[config.mk]
export PLATFORM = sky130hd
export DESIGN_NAME = scdbp_top
export DESIGN_NICKNAME = d
export VERILOG_FILES = /design/src/rtl/scdbp_pkg.sv /design/src/rtl/scdbp_buf_if.sv /design/src/rtl/scdbp_top.sv /design/src/rtl/scdbp_buf.sv
export SDC_FILE = /design/constraint.sdc
export NUM_CORES = 1
export LEC_CHECK = 0
export BUFFER_PORTS_ARGS = -buffer_cell sky130_fd_sc_hd__clkbuf_2
export CORE_MARGIN = 4
export CORE_UTILIZATION = 55
export DETAILED_ROUTE_END_ITERATION = 7
export PLACE_DENSITY = 0.77
export SYNTH_ARGS = -nofsm -noshare
export SYNTH_HDL_FRONTEND = slang
export SYNTH_SLANG_ARGS = --single-unit
[constraint.sdc]
create_clock -name core_clk_i -period 4.9 [get_ports core_clk_i]
set_clock_uncertainty 0.1 [all_clocks]
set_input_delay 0.98 -clock core_clk_i [delete_from_list [all_inputs] [get_ports core_clk_i]]
set_output_delay 0.98 -clock core_clk_i [all_outputs]
set_load 0.03 [all_outputs]
[src/rtl/scdbp_pkg.sv]
// shared constants and types for the cycle-stealing data port
package scdbp_pkg;
   // word and pin bundle geometry
   localparam int WORD_W = 12;
   localparam int PIN_W = 28;
   localparam int PIN_ADDR_LSB = 0;
   localparam int PIN_DATA_LSB = 12;
   localparam int PIN_DIR_BIT = 24;
   localparam int PIN_KIND_BIT = 25;
   localparam int PIN_BUMP_BIT = 26;
   localparam int PIN_REQ_BIT = 27;
   // clock and processor cycle timing
   localparam int CLK_NS = 4;
   localparam int CYCLE_NS = 1600;
   localparam int CYCLE_CLKS = CYCLE_NS / CLK_NS;
   localparam int PH2_NS = 400;
   localparam int PH3_NS = 900;
   localparam int SLOT5_NS = 1200;
   localparam int WR_NS = 1300;
   localparam int CNT_W = 9;
   localparam logic [CNT_W-1:0] PH1_CNT = 9'h000;
   localparam logic [CNT_W-1:0] PH2_CNT = CNT_W'(PH2_NS / CLK_NS);
   localparam logic [CNT_W-1:0] PH3_CNT = CNT_W'(PH3_NS / CLK_NS);
   localparam logic [CNT_W-1:0] SLOT5_CNT = CNT_W'(SLOT5_NS / CLK_NS);
   localparam logic [CNT_W-1:0] WR_CNT = CNT_W'(WR_NS / CLK_NS);
   localparam logic [CNT_W-1:0] LAST_CNT = CNT_W'(CYCLE_CLKS - 1);
   // throughput ceiling: 6.5 Mbit/s, given in tenths of Mbit/s
   localparam int RATE_X10 = 65;
   localparam int GAP_CLKS = (WORD_W * 10000 + RATE_X10 * CLK_NS - 1) / (RATE_X10 * CLK_NS);
   localparam logic [CNT_W-1:0] GAP_LOAD = CNT_W'(GAP_CLKS - 1);
   // values after reset
   localparam logic [WORD_W-1:0] WORD_RST = 12'h000;
   localparam logic [PIN_W-1:0] PIN_RST = 28'h0000000;
   localparam logic [CNT_W-1:0] CNT_RST = 9'h000;
   // steal sequencer states
   typedef enum logic [1:0] {
      ST_RUN = 2'b01,
      ST_STEAL = 2'b10
   } scdbp_state_t;
endpackage

[src/rtl/scdbp_buf_if.sv]
// valid/ready carrier between the port and its outbound word buffer
`timescale 1ns/1ns
interface scdbp_buf_if #(parameter int W = 12);
   logic in_valid;
   logic in_ready;
   logic [W-1:0] in_data;
   logic out_valid;
   logic out_ready;
   logic [W-1:0] out_data;
   modport src (output in_valid, in_data, out_ready, input in_ready, out_valid, out_data);
   modport fifo (input in_valid, in_data, out_ready, output in_ready, out_valid, out_data);
endinterface

[src/rtl/scdbp_top.sv]
// single-cycle data break port: steals processor cycles for device memory access
`timescale 1ns/1ns
module scdbp_top #(
   parameter int BUF_DEPTH = 2
) (
   input wire logic core_clk_i,
   input wire logic rst_n_i,
   input wire logic [scdbp_pkg::WORD_W-1:0] target_addr_n_i,
   input wire logic [scdbp_pkg::WORD_W-1:0] inbound_word_n_i,
   input wire logic xfer_dir_i,
   input wire logic cycle_kind_i,
   input wire logic bump_word_request_n_i,
   input wire logic steal_req_i,
   input wire logic insn_boundary_i,
   input wire logic [scdbp_pkg::WORD_W-1:0] mem_rdata_i,
   input wire logic out_ready_i,
   output logic [scdbp_pkg::WORD_W-1:0] core_address_latch_o,
   output logic mem_rd_o,
   output logic mem_wr_o,
   output logic [scdbp_pkg::WORD_W-1:0] mem_wdata_o,
   output logic [scdbp_pkg::WORD_W-1:0] core_word_latch_o,
   output logic addr_accepted_o,
   output logic steal_active_o,
   output logic cpu_hold_o,
   output logic word_tally_req_o,
   output logic phase_one_pulse_o,
   output logic phase_two_pulse_o,
   output logic phase_three_pulse_o,
   output logic buffered_slot_two_pulse_o,
   output logic buffered_slot_five_pulse_o,
   output logic out_valid_o,
   output logic [scdbp_pkg::WORD_W-1:0] out_word_o
);
   import scdbp_pkg::*;

   scdbp_buf_if #(.W(WORD_W)) buf_if ();

   logic [PIN_W-1:0] sync1_r, sync2_r, sync3_r, pin_r, pin_nxt;
   logic [CNT_W-1:0] cnt_r, cnt_nxt, gap_r, gap_nxt;
   logic ph1, ph2, ph3, slot5, wr_t;
   logic [WORD_W-1:0] addr_s, data_s;
   logic dir_s, kind_s, bump_s, req_s, start_ok;
   scdbp_state_t state_r, state_nxt;
   logic again_r, again_nxt;
   logic [WORD_W-1:0] mal_r, mal_nxt, mwl_r, mwl_nxt, wdat_r, wdat_nxt;
   logic ack_r, ack_nxt, rd_r, rd_nxt, wr_r, wr_nxt, push_r, push_nxt;
   logic p1_r, p2_r, p3_r, p5_r;

   // pin levels: three stages, a change counts once stages two and three agree
   always_comb begin
      pin_nxt = (~(sync2_r ^ sync3_r) & sync3_r) | ((sync2_r ^ sync3_r) & pin_r);
   end

   always_ff @(posedge core_clk_i or negedge rst_n_i) begin
      if (!rst_n_i) begin
         sync1_r <= PIN_RST;
         sync2_r <= PIN_RST;
         sync3_r <= PIN_RST;
         pin_r <= PIN_RST;
      end else begin
         sync1_r <= {steal_req_i, bump_word_request_n_i, cycle_kind_i, xfer_dir_i,
                     inbound_word_n_i, target_addr_n_i};
         sync2_r <= sync1_r;
         sync3_r <= sync2_r;
         pin_r <= pin_nxt;
      end
   end

   // ground-true address and data pins turned to positive words
   assign addr_s = ~pin_r[PIN_ADDR_LSB +: WORD_W];
   assign data_s = ~pin_r[PIN_DATA_LSB +: WORD_W];
   assign dir_s = pin_r[PIN_DIR_BIT];
   assign kind_s = pin_r[PIN_KIND_BIT];
   assign bump_s = ~pin_r[PIN_BUMP_BIT];
   assign req_s = pin_r[PIN_REQ_BIT];

   // processor cycle counter and time pulse decode
   assign ph1 = (cnt_r == PH1_CNT);
   assign ph2 = (cnt_r == PH2_CNT);
   assign ph3 = (cnt_r == PH3_CNT);
   assign slot5 = (cnt_r == SLOT5_CNT);
   assign wr_t = (cnt_r == WR_CNT);

   // cycle counter and throughput spacing counter
   always_comb begin
      cnt_nxt = (cnt_r == LAST_CNT) ? CNT_RST : CNT_W'(cnt_r + 1'b1);
      gap_nxt = (gap_r == CNT_RST) ? CNT_RST : CNT_W'(gap_r - 1'b1);
      if (ph1 && start_ok) begin
         gap_nxt = GAP_LOAD;
      end
   end

   always_ff @(posedge core_clk_i or negedge rst_n_i) begin
      if (!rst_n_i) begin
         cnt_r <= CNT_RST;
         gap_r <= CNT_RST;
      end else begin
         cnt_r <= cnt_nxt;
         gap_r <= gap_nxt;
      end
   end

   // a steal opens only at an instruction boundary or as a held follow-on,
   // in single-cycle kind, past the rate gap, with buffer room for output
   assign start_ok = req_s && kind_s
                  && (insn_boundary_i || (state_r == ST_STEAL && again_r))
                  && (gap_r == CNT_RST)
                  && (dir_s || buf_if.in_ready);

   // steal sequencer and core access next values
   always_comb begin
      state_nxt = state_r;
      again_nxt = again_r;
      mal_nxt = mal_r;
      mwl_nxt = mwl_r;
      wdat_nxt = wdat_r;
      ack_nxt = 1'b0;
      rd_nxt = 1'b0;
      wr_nxt = 1'b0;
      push_nxt = 1'b0;
      unique case (state_r)
         ST_RUN: begin
            if (ph1 && start_ok) begin
               state_nxt = ST_STEAL;
               ack_nxt = 1'b1;
               mal_nxt = addr_s;
               rd_nxt = 1'b1;
               again_nxt = 1'b0;
            end
         end
         ST_STEAL: begin
            if (ph1) begin
               again_nxt = 1'b0;
               if (start_ok) begin
                  ack_nxt = 1'b1;
                  mal_nxt = addr_s;
                  rd_nxt = 1'b1;
               end else begin
                  state_nxt = ST_RUN;
               end
            end
            if (ph2) begin
               again_nxt = req_s;
            end
            if (ph3) begin
               // word latch moves only here; carry forced for increments
               if (dir_s) begin
                  mwl_nxt = data_s;
               end else if (bump_s) begin
                  mwl_nxt = WORD_W'(mem_rdata_i + 1'b1);
               end else begin
                  mwl_nxt = mem_rdata_i;
                  push_nxt = 1'b1;
               end
            end
            if (wr_t) begin
               wr_nxt = 1'b1;
               wdat_nxt = mwl_r;
            end
         end
      endcase
   end

   always_ff @(posedge core_clk_i or negedge rst_n_i) begin
      if (!rst_n_i) begin
         state_r <= ST_RUN;
         again_r <= 1'b0;
         mal_r <= WORD_RST;
         mwl_r <= WORD_RST;
         wdat_r <= WORD_RST;
         ack_r <= 1'b0;
         rd_r <= 1'b0;
         wr_r <= 1'b0;
         push_r <= 1'b0;
      end else begin
         state_r <= state_nxt;
         again_r <= again_nxt;
         mal_r <= mal_nxt;
         mwl_r <= mwl_nxt;
         wdat_r <= wdat_nxt;
         ack_r <= ack_nxt;
         rd_r <= rd_nxt;
         wr_r <= wr_nxt;
         push_r <= push_nxt;
      end
   end

   // registered time pulses toward the device
   always_ff @(posedge core_clk_i or negedge rst_n_i) begin
      if (!rst_n_i) begin
         p1_r <= 1'b0;
         p2_r <= 1'b0;
         p3_r <= 1'b0;
         p5_r <= 1'b0;
      end else begin
         p1_r <= ph1;
         p2_r <= ph2;
         p3_r <= ph3;
         p5_r <= slot5;
      end
   end

   // outbound words queue so a stalled receiver loses none
   assign buf_if.in_valid = push_r;
   assign buf_if.in_data = mwl_r;
   assign buf_if.out_ready = out_ready_i;

   scdbp_buf #(.W(WORD_W), .DEPTH(BUF_DEPTH)) u_buf (
      .core_clk_i(core_clk_i),
      .rst_n_i(rst_n_i),
      .bus(buf_if)
   );

   // output drive
   assign core_address_latch_o = mal_r;
   assign mem_rd_o = rd_r;
   assign mem_wr_o = wr_r;
   assign mem_wdata_o = wdat_r;
   assign core_word_latch_o = mwl_r;
   assign addr_accepted_o = ack_r;
   assign steal_active_o = (state_r == ST_STEAL);
   assign cpu_hold_o = (state_r == ST_STEAL);
   assign word_tally_req_o = req_s && !kind_s;
   assign phase_one_pulse_o = p1_r;
   assign phase_two_pulse_o = p2_r;
   assign phase_three_pulse_o = p3_r;
   assign buffered_slot_two_pulse_o = p2_r;
   assign buffered_slot_five_pulse_o = p5_r;
   assign out_valid_o = buf_if.out_valid;
   assign out_word_o = buf_if.out_data;

   // helper for the rate check: cycles since the last acknowledge
   logic [CNT_W:0] since_r;
   always_ff @(posedge core_clk_i or negedge rst_n_i) begin
      if (!rst_n_i) begin
         since_r <= '1;
      end else if (ack_r) begin
         since_r <= (CNT_W+1)'(1);
      end else if (since_r != '1) begin
         since_r <= (CNT_W+1)'(since_r + 1'b1);
      end
   end
endmodule

[src/rtl/scdbp_buf.sv]
// small circular buffer holding outbound words toward the device
`timescale 1ns/1ns
module scdbp_buf #(
   parameter int W = 12,
   parameter int DEPTH = 2
) (
   input wire logic core_clk_i,
   input wire logic rst_n_i,
   scdbp_buf_if.fifo bus
);
   localparam int PW = (DEPTH > 1) ? $clog2(DEPTH) : 1;
   localparam int CW = $clog2(DEPTH + 1);
   logic [W-1:0] mem_r [DEPTH];
   logic [PW-1:0] wp_r, wp_nxt, rp_r, rp_nxt;
   logic [CW-1:0] cnt_r, cnt_nxt;
   logic push, pop;

   // honest full and empty from the occupancy count
   assign bus.in_ready = (cnt_r != CW'(DEPTH));
   assign bus.out_valid = (cnt_r != '0);
   assign bus.out_data = mem_r[rp_r];
   assign push = bus.in_valid && bus.in_ready;
   assign pop = bus.out_valid && bus.out_ready;

   // pointer and count next values
   always_comb begin
      wp_nxt = wp_r;
      rp_nxt = rp_r;
      cnt_nxt = cnt_r;
      if (push) begin
         wp_nxt = (wp_r == PW'(DEPTH - 1)) ? '0 : PW'(wp_r + 1'b1);
      end
      if (pop) begin
         rp_nxt = (rp_r == PW'(DEPTH - 1)) ? '0 : PW'(rp_r + 1'b1);
      end
      if (push && !pop) begin
         cnt_nxt = CW'(cnt_r + 1'b1);
      end else if (pop && !push) begin
         cnt_nxt = CW'(cnt_r - 1'b1);
      end
   end

   always_ff @(posedge core_clk_i or negedge rst_n_i) begin
      if (!rst_n_i) begin
         wp_r <= '0;
         rp_r <= '0;
         cnt_r <= '0;
      end else begin
         wp_r <= wp_nxt;
         rp_r <= rp_nxt;
         cnt_r <= cnt_nxt;
      end
   end

   // storage, one register per entry
   for (genvar i = 0; i < DEPTH; i++) begin : g_ent
      always_ff @(posedge core_clk_i or negedge rst_n_i) begin
         if (!rst_n_i) begin
            mem_r[i] <= '0;
         end else if (push && (wp_r == PW'(i))) begin
            mem_r[i] <= bus.in_data;
         end
      end
   end
endmodule

==> flow_metrics.tcl <==
set metrics [dict create \
    post_synth_inst_count 534 \
    ctsRootBufferMaster "sky130_fd_sc_hd__clkbuf_16" \
    critPathMaxFanout 13 \
    core_region_area_mm2 0.0132 \
    gr-usage-all-layers 0.174 \
    globalplace.congestion 0.872 \
    cp-start-kind "flip-flop" \
    vias_after_detailed_routing 4268 \
    hold_end "sync2_r[1]$_DFF_PN0_" \
    cap_viol_max_count 0 \
    timing.reg2reg.worst_path_depth 6 \
    tritoncts "done" \
    grtUsageMet1 0.242 \
    post_cts.resized_instances 0 \
    holdCritStartpoint "sync1_r[1]$_DFF_PN0_" \
    max_slew_margin 0.201 \
    netlist-cell-type-count 48 \
    synth_warnings 0 \
    grt_setup_unrepaired "no" \
    number_of_antenna_violations_at_the_first_check_in_global_routing 0 \
    post_synthesis_instance_area_mm2 0.00738 \
    clock.fmax_ghz 0.351 \
    synth.net_count 584 \
    worst-endpoint-arrival_ns 1.77 \
    hold_viol_final 0 \
    first_drt_iteration_drcs 255 \
    start_util 0.559 \
    routed_wirelength_mm 12.9 \
    max_stage_delay_ns 0.71 \
    synthTopCellsByArea "sky130_fd_sc_hd__dfrtp_1 69%, sky130_fd_sc_hd__mux2_2 5.8%, sky130_fd_sc_hd__maj3_1 3.8%, sky130_fd_sc_hd__nand2_1 3.5%, sky130_fd_sc_hd__mux2i_1 2.0%" \
    asyncSetResetFlopFracSynth 1.00 \
    grt-ovfl-total 0 \
    run_status "completed" \
    antenna_cells 0 \
    setup.reg_to_reg.worst_slack_ns 2.50 \
    nFillCells 969 \
    critical_path_buf_inv_count 1 \
    die-height_um 124 \
    worst_path_max_delay_cell "sky130_fd_sc_hd__dfrtp_1" \
    cp-end-kind "output port" \
    final.period_utilization 0.581 \
    critical_path.cell_chain "mux2_2 -> clkbuf_2" \
    fraction_of_synthesized_cell_area_taken_by_the_top_area_cell_type 0.688 \
    postSynth.topFlopCell "sky130_fd_sc_hd__dfrtp_1" \
    cts-buffers-inserted 21 \
    ctsHtreeMaxLevel 1 \
    hpwlAfterDp_mm 8.71 \
    number_of_global_route_vias_before_repair 4349 \
    timing.hold.worst_path_depth 0 \
    insertion_delay_ns 0.47 \
    wire_length_of_the_first_global_routing_pass_mm 21.2 \
    report.final.setup_viol 0 \
    clock-sinks 204 \
    grt.met2_usage 0.279 \
    detail_route.wl_per_cell_um 15.6 \
    viasPerCell 5.14 \
    min_period_ns 2.85 \
    die-area_mm2 0.0153 \
    post-route-util 0.663 \
    chipWidth_um 124 \
    synth_seq_area_share 0.692 \
    report.final.slew_viol_count 0 \
    leakagePower_nw 4.29 \
    drive_above_1_share 0.278 \
    max-vdd-ir-drop_mv 0.295 \
    cts.clk_slew.worst_paths_ns 0.06 \
    worst-endpoint-required_ns 3.82 \
    post_synth_edffs 0 \
    r2r_end "core_address_latch_o[3]$_DFFE_PN0P_" \
    place.port_buffers 103 \
    floorplan.rows 42 \
    netlist.top_cell.by_area "sky130_fd_sc_hd__dfrtp_1" \
    ios 104 \
    worstReg2RegStart "gap_r[0]$_DFF_PN0_" \
    top_usage_layer "met2" \
    powerDensity_mw_per_mm2 397 \
    area_added_between_synthesis_and_finish_pct 18.4 \
    cts_setup_buffers 0 \
    crit_family "flip-flops" \
    worst_hold_path_class "flip-flop to flip-flop" \
    grt_start_max_net_pins 136 \
    setup_tns_ns 0 \
    antenna_violation_net_count_after_detailed_routing 0 \
    groute.layer.met3.usage 0.0295 \
    nNetsFinal 693 \
    cts_buffer_depth 3 \
    detail_route.first_pass.iterations 4 \
    ys_ff_latch 204 \
    remaining_drc_errors 0 \
    worst_pin_slew_ns 1.19 \
    synthesized_area_divided_by_synthesized_cell_count_um2 13.8 \
    cts_hold_buf 0 \
    worstSetupPathType "flip-flop to output port" \
]
-- synth_stat cells, drive strengths merged (4+ instances only) --
master and number:
nor4 9, o31ai 7, maj3 28, nand2 69, dfrtp 203, nor2 20, xor2 7, clkbuf 8
buf 10, o21a 5, nand3 4, nor3 5, inv 21, mux2i 15, o21ai 17, nand2b 6
mux2 38, nand4 6, ha 6, xnor2 14
-- power by group --
group | leakage [nW] | switching (W) | internal [W]
clock | 0.339 | 0.000594 | 0.000987
combinational | 1.53 | 0.0000622 | 0.0000451
sequential | 2.42 | 0.0000355 | 0.00174
-- logic make-up after synthesis --
kind of cell,Yosys count,share of synthesized area
flops,204,0.692
simple gates,140,0.0943
mux,53,0.0783
compound gates,43,0.0376
buf+inv,39,0.0248
fa+ha+maj,34,0.0482
xor+xnor,21,0.0249
-- metrics by stage --
stage / hold slack (ns) / setup WS (ns) / std cells / instance area, µm² / total power [W]
final: 0.245 / 2.05 / 830 / 8740 / 0.00347
after global routing: 0.249 / 2.00 / 830 / 8740 / 0.00360
after CTS: 0.247 / 2.04 / 830 / 8740 / 0.00351
after detailed placement: 0.235 / 2.37 / 796 / 8050 / 0.00192
after global placement: 0.232 / 2.44 / 796 / 8050 / 0.00191
after floorplan: 0.231 / 2.63 / 534 / 7380 / 0.00184
-- cells in the final DEF (no fill, tap or decap), types with 7 or more instances in the layout --
cell type | synthesis | layout
sky130_fd_sc_hd__nor2_1 | 20 | 20
sky130_fd_sc_hd__dfrtp_1 | 203 | 203
sky130_fd_sc_hd__xor2_1 | 7 | 7
sky130_fd_sc_hd__inv_1 | 21 | 21
sky130_fd_sc_hd__mux2_2 | 38 | 38
sky130_fd_sc_hd__o31ai_1 | 7 | 7
sky130_fd_sc_hd__maj3_1 | 28 | 28
sky130_fd_sc_hd__clkbuf_2 | 0 | 102
sky130_fd_sc_hd__xnor2_1 | 14 | 14
sky130_fd_sc_hd__nand2_1 | 69 | 69
sky130_fd_sc_hd__mux2i_1 | 15 | 15
sky130_fd_sc_hd__clkbuf_16 | 0 | 21
sky130_fd_sc_hd__nor4_1 | 8 | 7
sky130_fd_sc_hd__o21ai_0 | 16 | 16
-- how the worst max path moves through the flow --
| stage | start | end | slack, ns | depth (start not counted) |
|---|---|---|---|---|
| 5_1_grt | u_buf.rp_r$_DFFE_PN0P_ | out_word_o[10] | 2.00 | 2 |
| 2_1_floorplan | u_buf.rp_r$_DFFE_PN0P_ | out_word_o[0] | 2.63 | 2 |
| 6_report | u_buf.rp_r$_DFFE_PN0P_ | out_word_o[11] | 2.05 | 2 |
| 3_3_place_gp | insn_boundary_i | core_address_latch_o[5]$_DFFE_PN0P_ | 2.44 | 4 |
| 3_5_place_dp | insn_boundary_i | core_address_latch_o[10]$_DFFE_PN0P_ | 2.37 | 4 |
| 4_1_cts | u_buf.rp_r$_DFFE_PN0P_ | out_word_o[9] | 2.04 | 2 |
-- layer usage --
| layer | wire length [µm] | vias to the layer above |
|---|---|---|
| met5 | 0 | - |
| met4 | 281 | 0 |
| met3 | 567 | 23 |
| met2 | 6220 | 107 |
| met1 | 5870 | 2106 |
| li1 | - | 2032 |
-- area by class of cell --
type / count / area [µm²] / area share
sequential: 204 / 5110 / 0.584
multi-input combinational: 291 / 2100 / 0.240
clock buffer: 27 / 578 / 0.0661
timing repair buffer: 104 / 544 / 0.0623
tap: 176 / 220 / 0.0252
clock inverter: 7 / 116 / 0.0133
inverter: 21 / 78.8 / 0.00902
(Power assumes the default switching activity.)
